`src/eeprom_consts.vh`:
```
// Purpose: constants for the two-wire eeprom client write path
// Assumes: included by the client module
// Notes:   timing counts in clk cycles at 25 MHz
`ifndef EEPROM_CONSTS_VH
`define EEPROM_CONSTS_VH
`define TYPE_MAIN        4'hA
`define TYPE_SEC         4'hB
`define PAGE_BYTES       8
`define PAGES_SMALL      16
`define PAGES_LARGE      32
`define SEC_TOP_PATTERN  2'h2
`define LOCK_NIBBLE      4'h6
`define WPR_TOP_PATTERN  2'h3
`define SERIAL_BASE      8'h80
`define SERIAL_LAST      8'h8F
`define USER_BASE        8'h90
`define USER_LAST        8'h9F
`define CLK_HZ           25000000
`define WRITE_TIME_US    5000
`define WRITE_CYCLES     ((`CLK_HZ / 1000000) * `WRITE_TIME_US)
`endif

```
`src/eeprom_client.v`:
```
// Purpose: two-wire serial eeprom client: addressing, write path, write cycle timer
// Assumes: scl and sda arrive asynchronously; sda is open drain
// Notes:   array storage itself lies outside; writes leave as strobes
//
// Contract
// - main array is 8-byte pages, 16 pages small, 32 pages large variant
// - security region 32 bytes; 80h-8Fh read-only serial, 90h-9Fh user lockable; small variant masks word bit 7, so serial writes commit
// - device byte bits 7:4 type: 1010 main array, 1011 security and wpr
// - device byte bits 3:1 compared to fixed 3-bit client address, both types
// - device byte bit 0: one read, zero write
// - ack device byte only when type and client address both match
// - ack write-direction address byte to security region despite read-only half
// - word address byte follows device byte; 7 bits small, 8 bits large
// - security word address bits 7:6 equal 10, bit 5 ignored, 4:0 offset
// - secondary type decodes 0110xxxx lock function and 11xxxxxx wpr
// - protected write acks bytes, aborts cycle, stays ready
// - byte write acks both address bytes and data; stop starts cycle
// - during write cycle inputs ignored and no response
// - one cycle programs up to 8 bytes in one row; partial pages fine
// - page write takes up to seven more bytes, each acked, stop starts cycle
// - after each data byte only low three address bits increment, wrapping
// - no ack to write address byte during cycle; ack after it ends
// - start is sda fall with scl high, stop is sda rise with scl high
// - msb first, one bit per clock, ninth clock answers
// - ack holds sda low whole ninth high phase; drive after eighth fall, release after ninth fall
// - write-protect input sampled at stop; asserted skips write cycle
`timescale 1ns/1ns
`include "eeprom_consts.vh"

module eeprom_client #(
    parameter       LARGE        = 1,
    parameter [2:0] CLIENT_ADDR  = 3'h0,
    parameter       WRITE_CYCLES = `WRITE_CYCLES
) (
    input  wire       clk,
    input  wire       reset,
    input  wire       scl,
    input  wire       sda_in,
    output reg        sda_out,
    output reg        sda_oe,
    input  wire       write_protect,
    input  wire       region_protected,
    output reg        busy,
    output reg        wr_strobe,
    output reg  [7:0] wr_addr,
    output reg  [7:0] wr_data,
    output reg  [3:0] type_id,
    output reg  [7:0] word_addr,
    output reg        rd_request,
    output reg        commit,
    output reg        lock_sel,
    output reg        wpr_sel
);
    // ------------------------------------------------------------
    // input synchronisers
    // ------------------------------------------------------------
    reg [2:0] scl_s;
    reg [2:0] sda_s;
    reg       scl_q;
    reg       sda_q;
    // three-stage shift for each bus pin
    always @(posedge clk) begin
        scl_s <= {scl_s[1:0], scl};
    end

    always @(posedge clk) begin
        sda_s <= {sda_s[1:0], sda_in};
    end

    // settled levels: a change counts once stages two and three agree
    always @(posedge clk) begin
        if (reset) begin
            scl_q <= 1'b1;
        end else if (scl_s[1] == scl_s[2]) begin
            scl_q <= scl_s[2];
        end
    end

    always @(posedge clk) begin
        if (reset) begin
            sda_q <= 1'b1;
        end else if (sda_s[1] == sda_s[2]) begin
            sda_q <= sda_s[2];
        end
    end

    // write-protect pin, synchronised like the bus pins
    reg [2:0] wp_s;
    reg       wp_q;
    always @(posedge clk) begin
        wp_s <= {wp_s[1:0], write_protect};
    end

    always @(posedge clk) begin
        if (reset) begin
            wp_q <= 1'b0;
        end else if (wp_s[1] == wp_s[2]) begin
            wp_q <= wp_s[2];
        end
    end
    wire scl_new  = (scl_s[1] == scl_s[2]) ? scl_s[2] : scl_q;
    wire sda_new  = (sda_s[1] == sda_s[2]) ? sda_s[2] : sda_q;
    wire scl_rise = scl_new & ~scl_q;
    wire scl_fall = ~scl_new & scl_q;
    wire start_c  = scl_q & scl_new & sda_q & ~sda_new;
    wire stop_c   = scl_q & scl_new & ~sda_q & sda_new;

    // ------------------------------------------------------------
    // byte engine
    // ------------------------------------------------------------
    localparam ST_IDLE = 3'h0;
    localparam ST_DEV  = 3'h1;
    localparam ST_WORD = 3'h2;
    localparam ST_DATA = 3'h3;
    localparam ST_READ = 3'h4;

    reg [2:0]  state_q;
    reg [3:0]  bit_q;
    reg [7:0]  shift_q;
    reg        ack_q;
    reg        sec_q;
    reg [3:0]  nbytes_q;
    reg [31:0] timer_q;

    function [7:0] page_inc;
        input [7:0] a;
        begin
            page_inc = {a[7:3], a[2:0] + 3'h1};
        end
    endfunction

    // ------------------------------------------------------------
    // address decode helpers
    // ------------------------------------------------------------
    function [7:0] mask_addr;
        input [7:0] a;
        begin
            mask_addr = LARGE ? a : {1'b0, a[6:0]};
        end
    endfunction

    function dev_ok;
        input [7:0] b;
        begin
            dev_ok = ((b[7:4] == `TYPE_MAIN) || (b[7:4] == `TYPE_SEC))
                     && (b[3:1] == CLIENT_ADDR);
        end
    endfunction

    function serial_addr;
        input [7:0] a;
        begin
            serial_addr = (a[7:6] == `SEC_TOP_PATTERN) && (a[4] == 1'b0);
        end
    endfunction

    wire [7:0] byte_in    = {shift_q[6:0], sda_q};
    wire       dev_match  = dev_ok(shift_q);
    wire       serial_hit = sec_q && serial_addr(word_addr);

    // ------------------------------------------------------------
    // bit phase and write cycle qualifiers
    // ------------------------------------------------------------
    wire in_frame   = (state_q != ST_IDLE) && (state_q != ST_READ);
    wire bit_phase  = scl_rise && (bit_q < 4'h8);
    wire ack_phase  = scl_fall && (bit_q == 4'h8);
    wire ack_end    = scl_fall && (bit_q == 4'h9);
    wire have_data  = (state_q == ST_DATA) && (nbytes_q != 4'h0);
    wire write_ok   = !wp_q && !region_protected && !serial_hit;
    wire timer_done = (timer_q == 32'h1);

    // ------------------------------------------------------------
    // state and output registers
    // ------------------------------------------------------------

    always @(posedge clk) begin
        if (reset) begin
            state_q   <= ST_IDLE;
            bit_q     <= 4'h0;
            shift_q   <= 8'h00;
            ack_q     <= 1'b0;
            sec_q     <= 1'b0;
            nbytes_q  <= 4'h0;
            sda_oe    <= 1'b0;
            busy      <= 1'b0;
            wr_strobe <= 1'b0;
            wr_addr   <= 8'h00;
            wr_data   <= 8'h00;
            type_id   <= 4'h0;
            word_addr <= 8'h00;
            rd_request <= 1'b0;
            commit    <= 1'b0;
            lock_sel  <= 1'b0;
            wpr_sel   <= 1'b0;
        end else begin
            wr_strobe  <= 1'b0;
            commit     <= 1'b0;
            rd_request <= 1'b0;
            if (busy) begin
                sda_oe <= 1'b0;
                if (timer_done) begin
                    busy <= 1'b0;
                end
                state_q <= ST_IDLE;
            end else if (stop_c) begin
                sda_oe  <= 1'b0;
                state_q <= ST_IDLE;
                if (have_data) begin
                    // protected or locked-out writes are acked but start no cycle
                    if (write_ok) begin
                        commit <= 1'b1;
                        busy   <= 1'b1;
                    end
                end
            end else if (start_c) begin
                sda_oe   <= 1'b0;
                state_q  <= ST_DEV;
                bit_q    <= 4'h0;
                nbytes_q <= 4'h0;
            end else if (in_frame) begin
                if (bit_phase) begin
                    shift_q <= byte_in;
                    bit_q   <= bit_q + 4'h1;
                end else if (ack_phase) begin
                    // drive ack through ninth high phase
                    bit_q <= 4'h9;
                    ack_q <= 1'b1;
                    case (state_q)
                        ST_DEV: begin
                            ack_q   <= dev_match;
                            sda_oe  <= dev_match;
                            type_id <= shift_q[7:4];
                            sec_q   <= (shift_q[7:4] == `TYPE_SEC);
                        end
                        ST_WORD: begin
                            sda_oe    <= 1'b1;
                            word_addr <= mask_addr(shift_q);
                            wr_addr   <= mask_addr(shift_q);
                            lock_sel  <= sec_q && (shift_q[7:4] == `LOCK_NIBBLE);
                            wpr_sel   <= sec_q && (shift_q[7:6] == `WPR_TOP_PATTERN);
                        end
                        ST_DATA: begin
                            sda_oe    <= 1'b1;
                            wr_data   <= shift_q;
                            wr_strobe <= 1'b1;
                            if (nbytes_q != 4'h0) begin
                                wr_addr <= page_inc(wr_addr);
                            end
                            if (nbytes_q != 4'h8) begin
                                nbytes_q <= nbytes_q + 4'h1;
                            end
                        end
                        default: sda_oe <= 1'b0;
                    endcase
                end else if (ack_end) begin
                    sda_oe <= 1'b0;
                    bit_q  <= 4'h0;
                    if (!ack_q) begin
                        state_q <= ST_IDLE;
                    end else begin
                        case (state_q)
                            ST_DEV: begin
                                if (shift_q[0]) begin
                                    state_q    <= ST_READ;
                                    rd_request <= 1'b1;
                                end else begin
                                    state_q <= ST_WORD;
                                end
                            end
                            ST_WORD: state_q <= ST_DATA;
                            ST_DATA: state_q <= ST_DATA;
                            default: state_q <= ST_IDLE;
                        endcase
                    end
                end
            end
        end
    end

    // ------------------------------------------------------------
    // write cycle timer
    // ------------------------------------------------------------
    always @(posedge clk) begin
        if (reset) begin
            timer_q <= 32'h0;
        end else if (busy) begin
            timer_q <= timer_q - 32'h1;
        end else if (stop_c && have_data && write_ok) begin
            timer_q <= WRITE_CYCLES;
        end
    end

    // ------------------------------------------------------------
    // pad drive
    // ------------------------------------------------------------
    // open drain: the pad only ever pulls low
    always @(posedge clk) begin
        sda_out <= 1'b0;
    end
endmodule // eeprom_client

```
`config.mk`:
```
export PLATFORM = sky130hd
export DESIGN_NAME = eeprom_client
export DESIGN_NICKNAME = d
export VERILOG_FILES = /design/src/eeprom_client.v
export VERILOG_INCLUDE_DIRS = /design/src /design/src/src
export SDC_FILE = /design/constraint.sdc
export NUM_CORES = 1
export LEC_CHECK = 0
export BUFFER_PORTS_ARGS = -buffer_cell sky130_fd_sc_hd__buf_2
export CAP_MARGIN = 20
export CORE_ASPECT_RATIO = 1.4
export CORE_MARGIN = 2
export CORE_UTILIZATION = 54
export CTS_CLUSTER_DIAMETER = 30
export DETAILED_ROUTE_END_ITERATION = 10
export PLACE_DENSITY_LB_ADDON = 0.1
export SYNTH_ARGS = -nofsm -noshare
export SYNTH_HDL_FRONTEND = slang
export SYNTH_SLANG_ARGS = --single-unit
export TNS_END_PERCENT = 50
```
`constraint.sdc`:
```
create_clock -name clk -period 4.3 [get_ports clk]
set_input_delay 0 -clock clk [delete_from_list [all_inputs] [get_ports clk]]
set_output_delay 0 -clock clk [all_outputs]
set_load 0.03 [all_outputs]
```
# After elaboration in Yosys (flattened, before gate mapping)
# Cells that the tools add are included.
# Widths: inputs -> output; s select.
classes:
  addsub: 4
  n_lt_le_gt_ge: 1
  eq_ne: 19
  n_mux: 36
  bitwise: 22
  n_reduce_logical: 48
op_table:
  columns: ["operator", "n"]
  rows:
  - ["$mux 32", 2]
  - ["$mux 4", 11]
  - ["$eq 32x1->1 const B", 1]
  - ["$sub 32x1->32 const B", 1]
  - ["$reduce_and 7->1", 4]
  - ["$mux 1", 17]
  - ["$eq 4x4->1 const B", 4]
  - ["$pmux 8 s2", 1]
  - ["$reduce_and 8->1", 2]
  - ["$reduce_bool 2->1", 8]
  - ["$not 1->1", 15]
  - ["$logic_and 1x1->1", 14]
  - ["$reduce_and 4->1", 3]
  - ["$reduce_or 10->1", 1]
  - ["$mux 3", 3]
  - ["$add 4x1->4 const B", 2]
  - ["$reduce_bool 4->1", 2]
  - ["$and 1x1->1", 7]
  - ["$reduce_or 7->1", 1]
  - ["$eq 3x2->1 const B", 2]
  - ["$pmux 3 s2", 1]
  - ["$reduce_and 6->1", 1]
  - ["$reduce_and 5->1", 1]
  - ["$eq 2x2->1 const B", 2]
  - ["18 further kinds", 24]
totals:
  regBits: 100

# Depth between registers and ports, before layout
logic_depth:
  depth_word: 10
  depth_mapped: 8
  depth_no_buf: 7

# Worst setup path before layout
# Ideal clock, no wire load.
synth_timing:
  kind: "reg2reg"
  startpoint: "register busy"
  endpoint: "register timer_q[31]"
  setup_time_ps: 116
  arrival_time_ps: 2151
  setup_slack_ps: 2034
  stages_incl_launch_ff: 6
  path_buffers: 0
  path_cell_list: "dfxtp_1 -> or4b_2 -> nor2_1 -> nand4_2 -> or4_1 -> a31o_1"
synth_between:
  elab_chain_cells: 1
  word_cells_on_any_way: 2
synth_rtl:
  columns: ["element", "line", "text"]
  rows:
  - ["start: declaration", "eeprom_client.v:43", "output reg busy,"]
  - ["start signal: assignment", "eeprom_client.v:185", "busy <= 1'b0;"]
  - ["start signal: assignment", "eeprom_client.v:202", "busy <= 1'b0;"]
  - ["start signal: assignment", "eeprom_client.v:212", "busy <= 1'b1;"]
  - ["$mux 32 or $reduce_bool 2->1 (tied branches)", null, null]
  - ["end signal: assignment", "eeprom_client.v:287", "timer_q <= timer_q - 32'h1;"]
  - ["end: declaration", "eeprom_client.v:123", "reg [31:0] timer_q;"]
# Parallel ways exist; a longest one is shown, timed or not.
# A chain may end at the register's enable or synchronous reset.

# Worst setup path in the final report
# Same ends and word-level chain as after synthesis.

==> impl_results.md <==
- Status: complete, no violations
- Routed Antenna Nets: 0
- Post-synth EDFFs: 0
- Sequential share of the synthesized area: 46.5%
- Layout Nets: 531
- Cts bufs inserted: 9
- Die Ht: 110 microns
- Inst Count DP: 603
- Final critical-path share of the clock period: 63.5%
- Clk pin slew, worst setup/hold paths: 100 ps
- Fill cell count: 686
- RSZ-0062 raised after global routing: false
- Total Routing Usage GR: 22.4%
- Final WS setup: 1570 ps
- Starting Density: 55.5%
- Seq cells post-synth: 100
- Setup crit end kind: register
- Commonest non-fill, non-tap cell in the layout: dfxtp_1
- Worst-Margin Slew: 897 ps
- Hold Slack: 185 ps
- Clock Tree Buf Depth: 2
- Setup violators final: 0
- Worst path arrival time: 2990 ps
- Vias in the first global route: 3399
- CTS H-Tree Depth: 3
- Post-DP HPWL: 6520 microns
- Most frequent cells in the layout: dfxtp_1 (100), nand2_1 (54), a21oi_1 (49)
- Async SR Flop Fraction: 0%
- Max_cap viols: 0
- Fraction of layout cells with a size suffix above 1: 13.8%
- Routed via count: 3643
- Maximum number of pins on one net before global-route repair: 52
- Total Routed Length: 9290 microns
- CP required: 4560 ps
- Synth warnings: 0
- Slew HR: 39.9%
- Layout area overhead: 10.5%
- Leakage: 1.68 nW
- Final instance area: 4750 sq um
- Count of final max-slew check failures: 0
- Netlist area before placement: 4300 sq um
- Clock tree from TritonCTS: built
- Distinct cells, synth: 59
- Total gr overflow: 0
- Startpoint types: register
- GPL Wtd Cong: 0.780
- Max FO, Critical Path: 24
- Total power per unit cell area: 322 nW/um^2
- Worst min path class: input pin to register
- Wire per inst: 14.9 microns
- Dpl ws: 1580 ps
- Die area: 8710 sq um
- Placed cell areas: 4550 sq um
- Synth Instances: 485
- Core ar.: 7750 sq um
- Post-CTS setup buffer count: 0
- I/O pin count: 42
- Synthesized Nets: 499
- Vias per cell: 5.86
- DR DRC count: 0
- Final Hold Fails: 0
- First-pass GRT wire length: 15500 microns
- Skew-Pair Late Insertion Delay: 370 ps
- ANT cells: 0
- CTS root buffer: clkbuf_8
- Worst VDD drop: 0.278 mV
- First DRT Iteration DRCs: 192
- Fin crit period: 2730 ps
- Syn Area/Cell: 8.87 sq um
- CP Class: register to register
- Die width: 79.5 microns
- Final Skew: 9.83 ps
- Antenna violations before repair: 0
- Drt pass-1 iters: 4
- Non-filler cells in the finished layout: 622
- Setup_tns: 0 ps
- Most used DFF post-synth: dfxtp_1
- Row count: 38
- PortBufs: 40
- Clk sink count: 100
- Fmax: 0.366 GHz
-- cell type report --
class	count	area (sq um)	area share [%]
tap	100	125	2.63
clock buffer	11	141	2.97
inverter	18	67.6	1.42
multi-input combinational	344	2140	45.1
timing repair buffer	44	238	5.00
clock inverter	5	37.5	0.789
sequential	100	2000	42.1
-- power by group --
group / internal (mW) / total [mW] / leakage, nW / switching, mW
Clock: 0.227 / 0.552 / 0.0855 / 0.324
Sequential: 0.932 / 0.939 / 0.809 / 0.00698
Combinational: 0.0130 / 0.0421 / 0.780 / 0.0291
Total: 1.17 / 1.53 / 1.68 / 0.360
-- kinds of logic after synthesis --
group / count (synthesis) / share of synthesized area, %
AND/OR/NAND/NOR: 212 / 27.8
AO/OA/AOI/OAI: 104 / 15.2
flip-flops: 100 / 46.5
buffers and inverters: 41 / 3.69
multiplexers: 18 / 4.19
adder cells (fa/ha/maj): 8 / 2.33
other: 1 / 0.0871
XOR/XNOR: 1 / 0.204
-- critical path: stages (launching register included) --
cell and delay (ps):
dfxtp_1 850, or4b_2 660, nor2_1 220, nand4_2 220
or4_1 450, a31o_1 220
-- synth_stat cells, types with 4 or more instances --
library cell,count,area (sq um)
or3_1,9,56.3
o21ai_1,4,20.0
o21ai_0,5,25.0
nand2_1,54,203
o31ai_1,5,37.5
or4_1,20,150
nor4_1,7,43.8
o211ai_1,7,52.6
nor3b_1,4,30.0
a21oi_1,49,245
nand3b_1,5,37.5
a31oi_1,5,31.3
dfxtp_1,100,2000
inv_1,18,67.6
or2_2,4,25.0
nand3_1,19,95.1
mux2i_1,18,180
nor2_1,35,131
nor3_1,19,95.1
nand4_1,5,31.3
o21bai_1,4,30.0
ha_1,8,100
o311ai_1,5,43.8
nand2b_1,6,37.5
a211oi_1,8,60.1
clkbuf_1,20,75.1
-- layer usage --
layer | part of all wire (%) | wire, microns | global-route usage, % | up-vias
li1 | - | - | - | 1843
met1 | 45 | 4200 | 27.1 | 1736
met2 | 50 | 4670 | 38.8 | 52
met3 | 2.5 | 230 | 2.87 | 12
met4 | 2.0 | 185 | 11.1 | 0
met5 | 0 | 0 | 0 | -
-- per-stage QoR --
step	util, %	power (mW)
global route	61.3	1.59
global placement	58.7	0.999
CTS	61.3	1.54
floorplan	-	0.990
finish	61.3	1.53
detailed placement	58.7	1.00
-- timing repair --
item,4_1_cts,5_1_grt
endpoints found under the hold margin,3,0
hold buffers,3,0
gates resized for setup,0,0
-- worst paths after layout --
check / start / to / slack, ps / depth (start not counted)
hold / removal: reset / shift_q[2] / 190 / 2
setup reg to reg: busy / timer_q[31] / 1570 / 5
hold reg to reg: sda_s[0] / sda_s[1] / 330 / 0
setup / recovery: busy / timer_q[31] / 1570 / 5
-- state kept, by name, indices dropped and copies added (netlist names), 3 cells and up --
| register | cells |
|---|---|
| nbytes_q | 4 |
| timer_q | 32 |
| state_q | 3 |
| scl_s | 3 |
| shift_q | 8 |
| sda_s | 3 |
| bit_q | 4 |
| wr_data | 8 |
| wr_addr | 8 |
| type_id | 4 |
| wp_s | 3 |
| word_addr | 8 |
No activity file was read; power rests on OpenSTA's default activity.
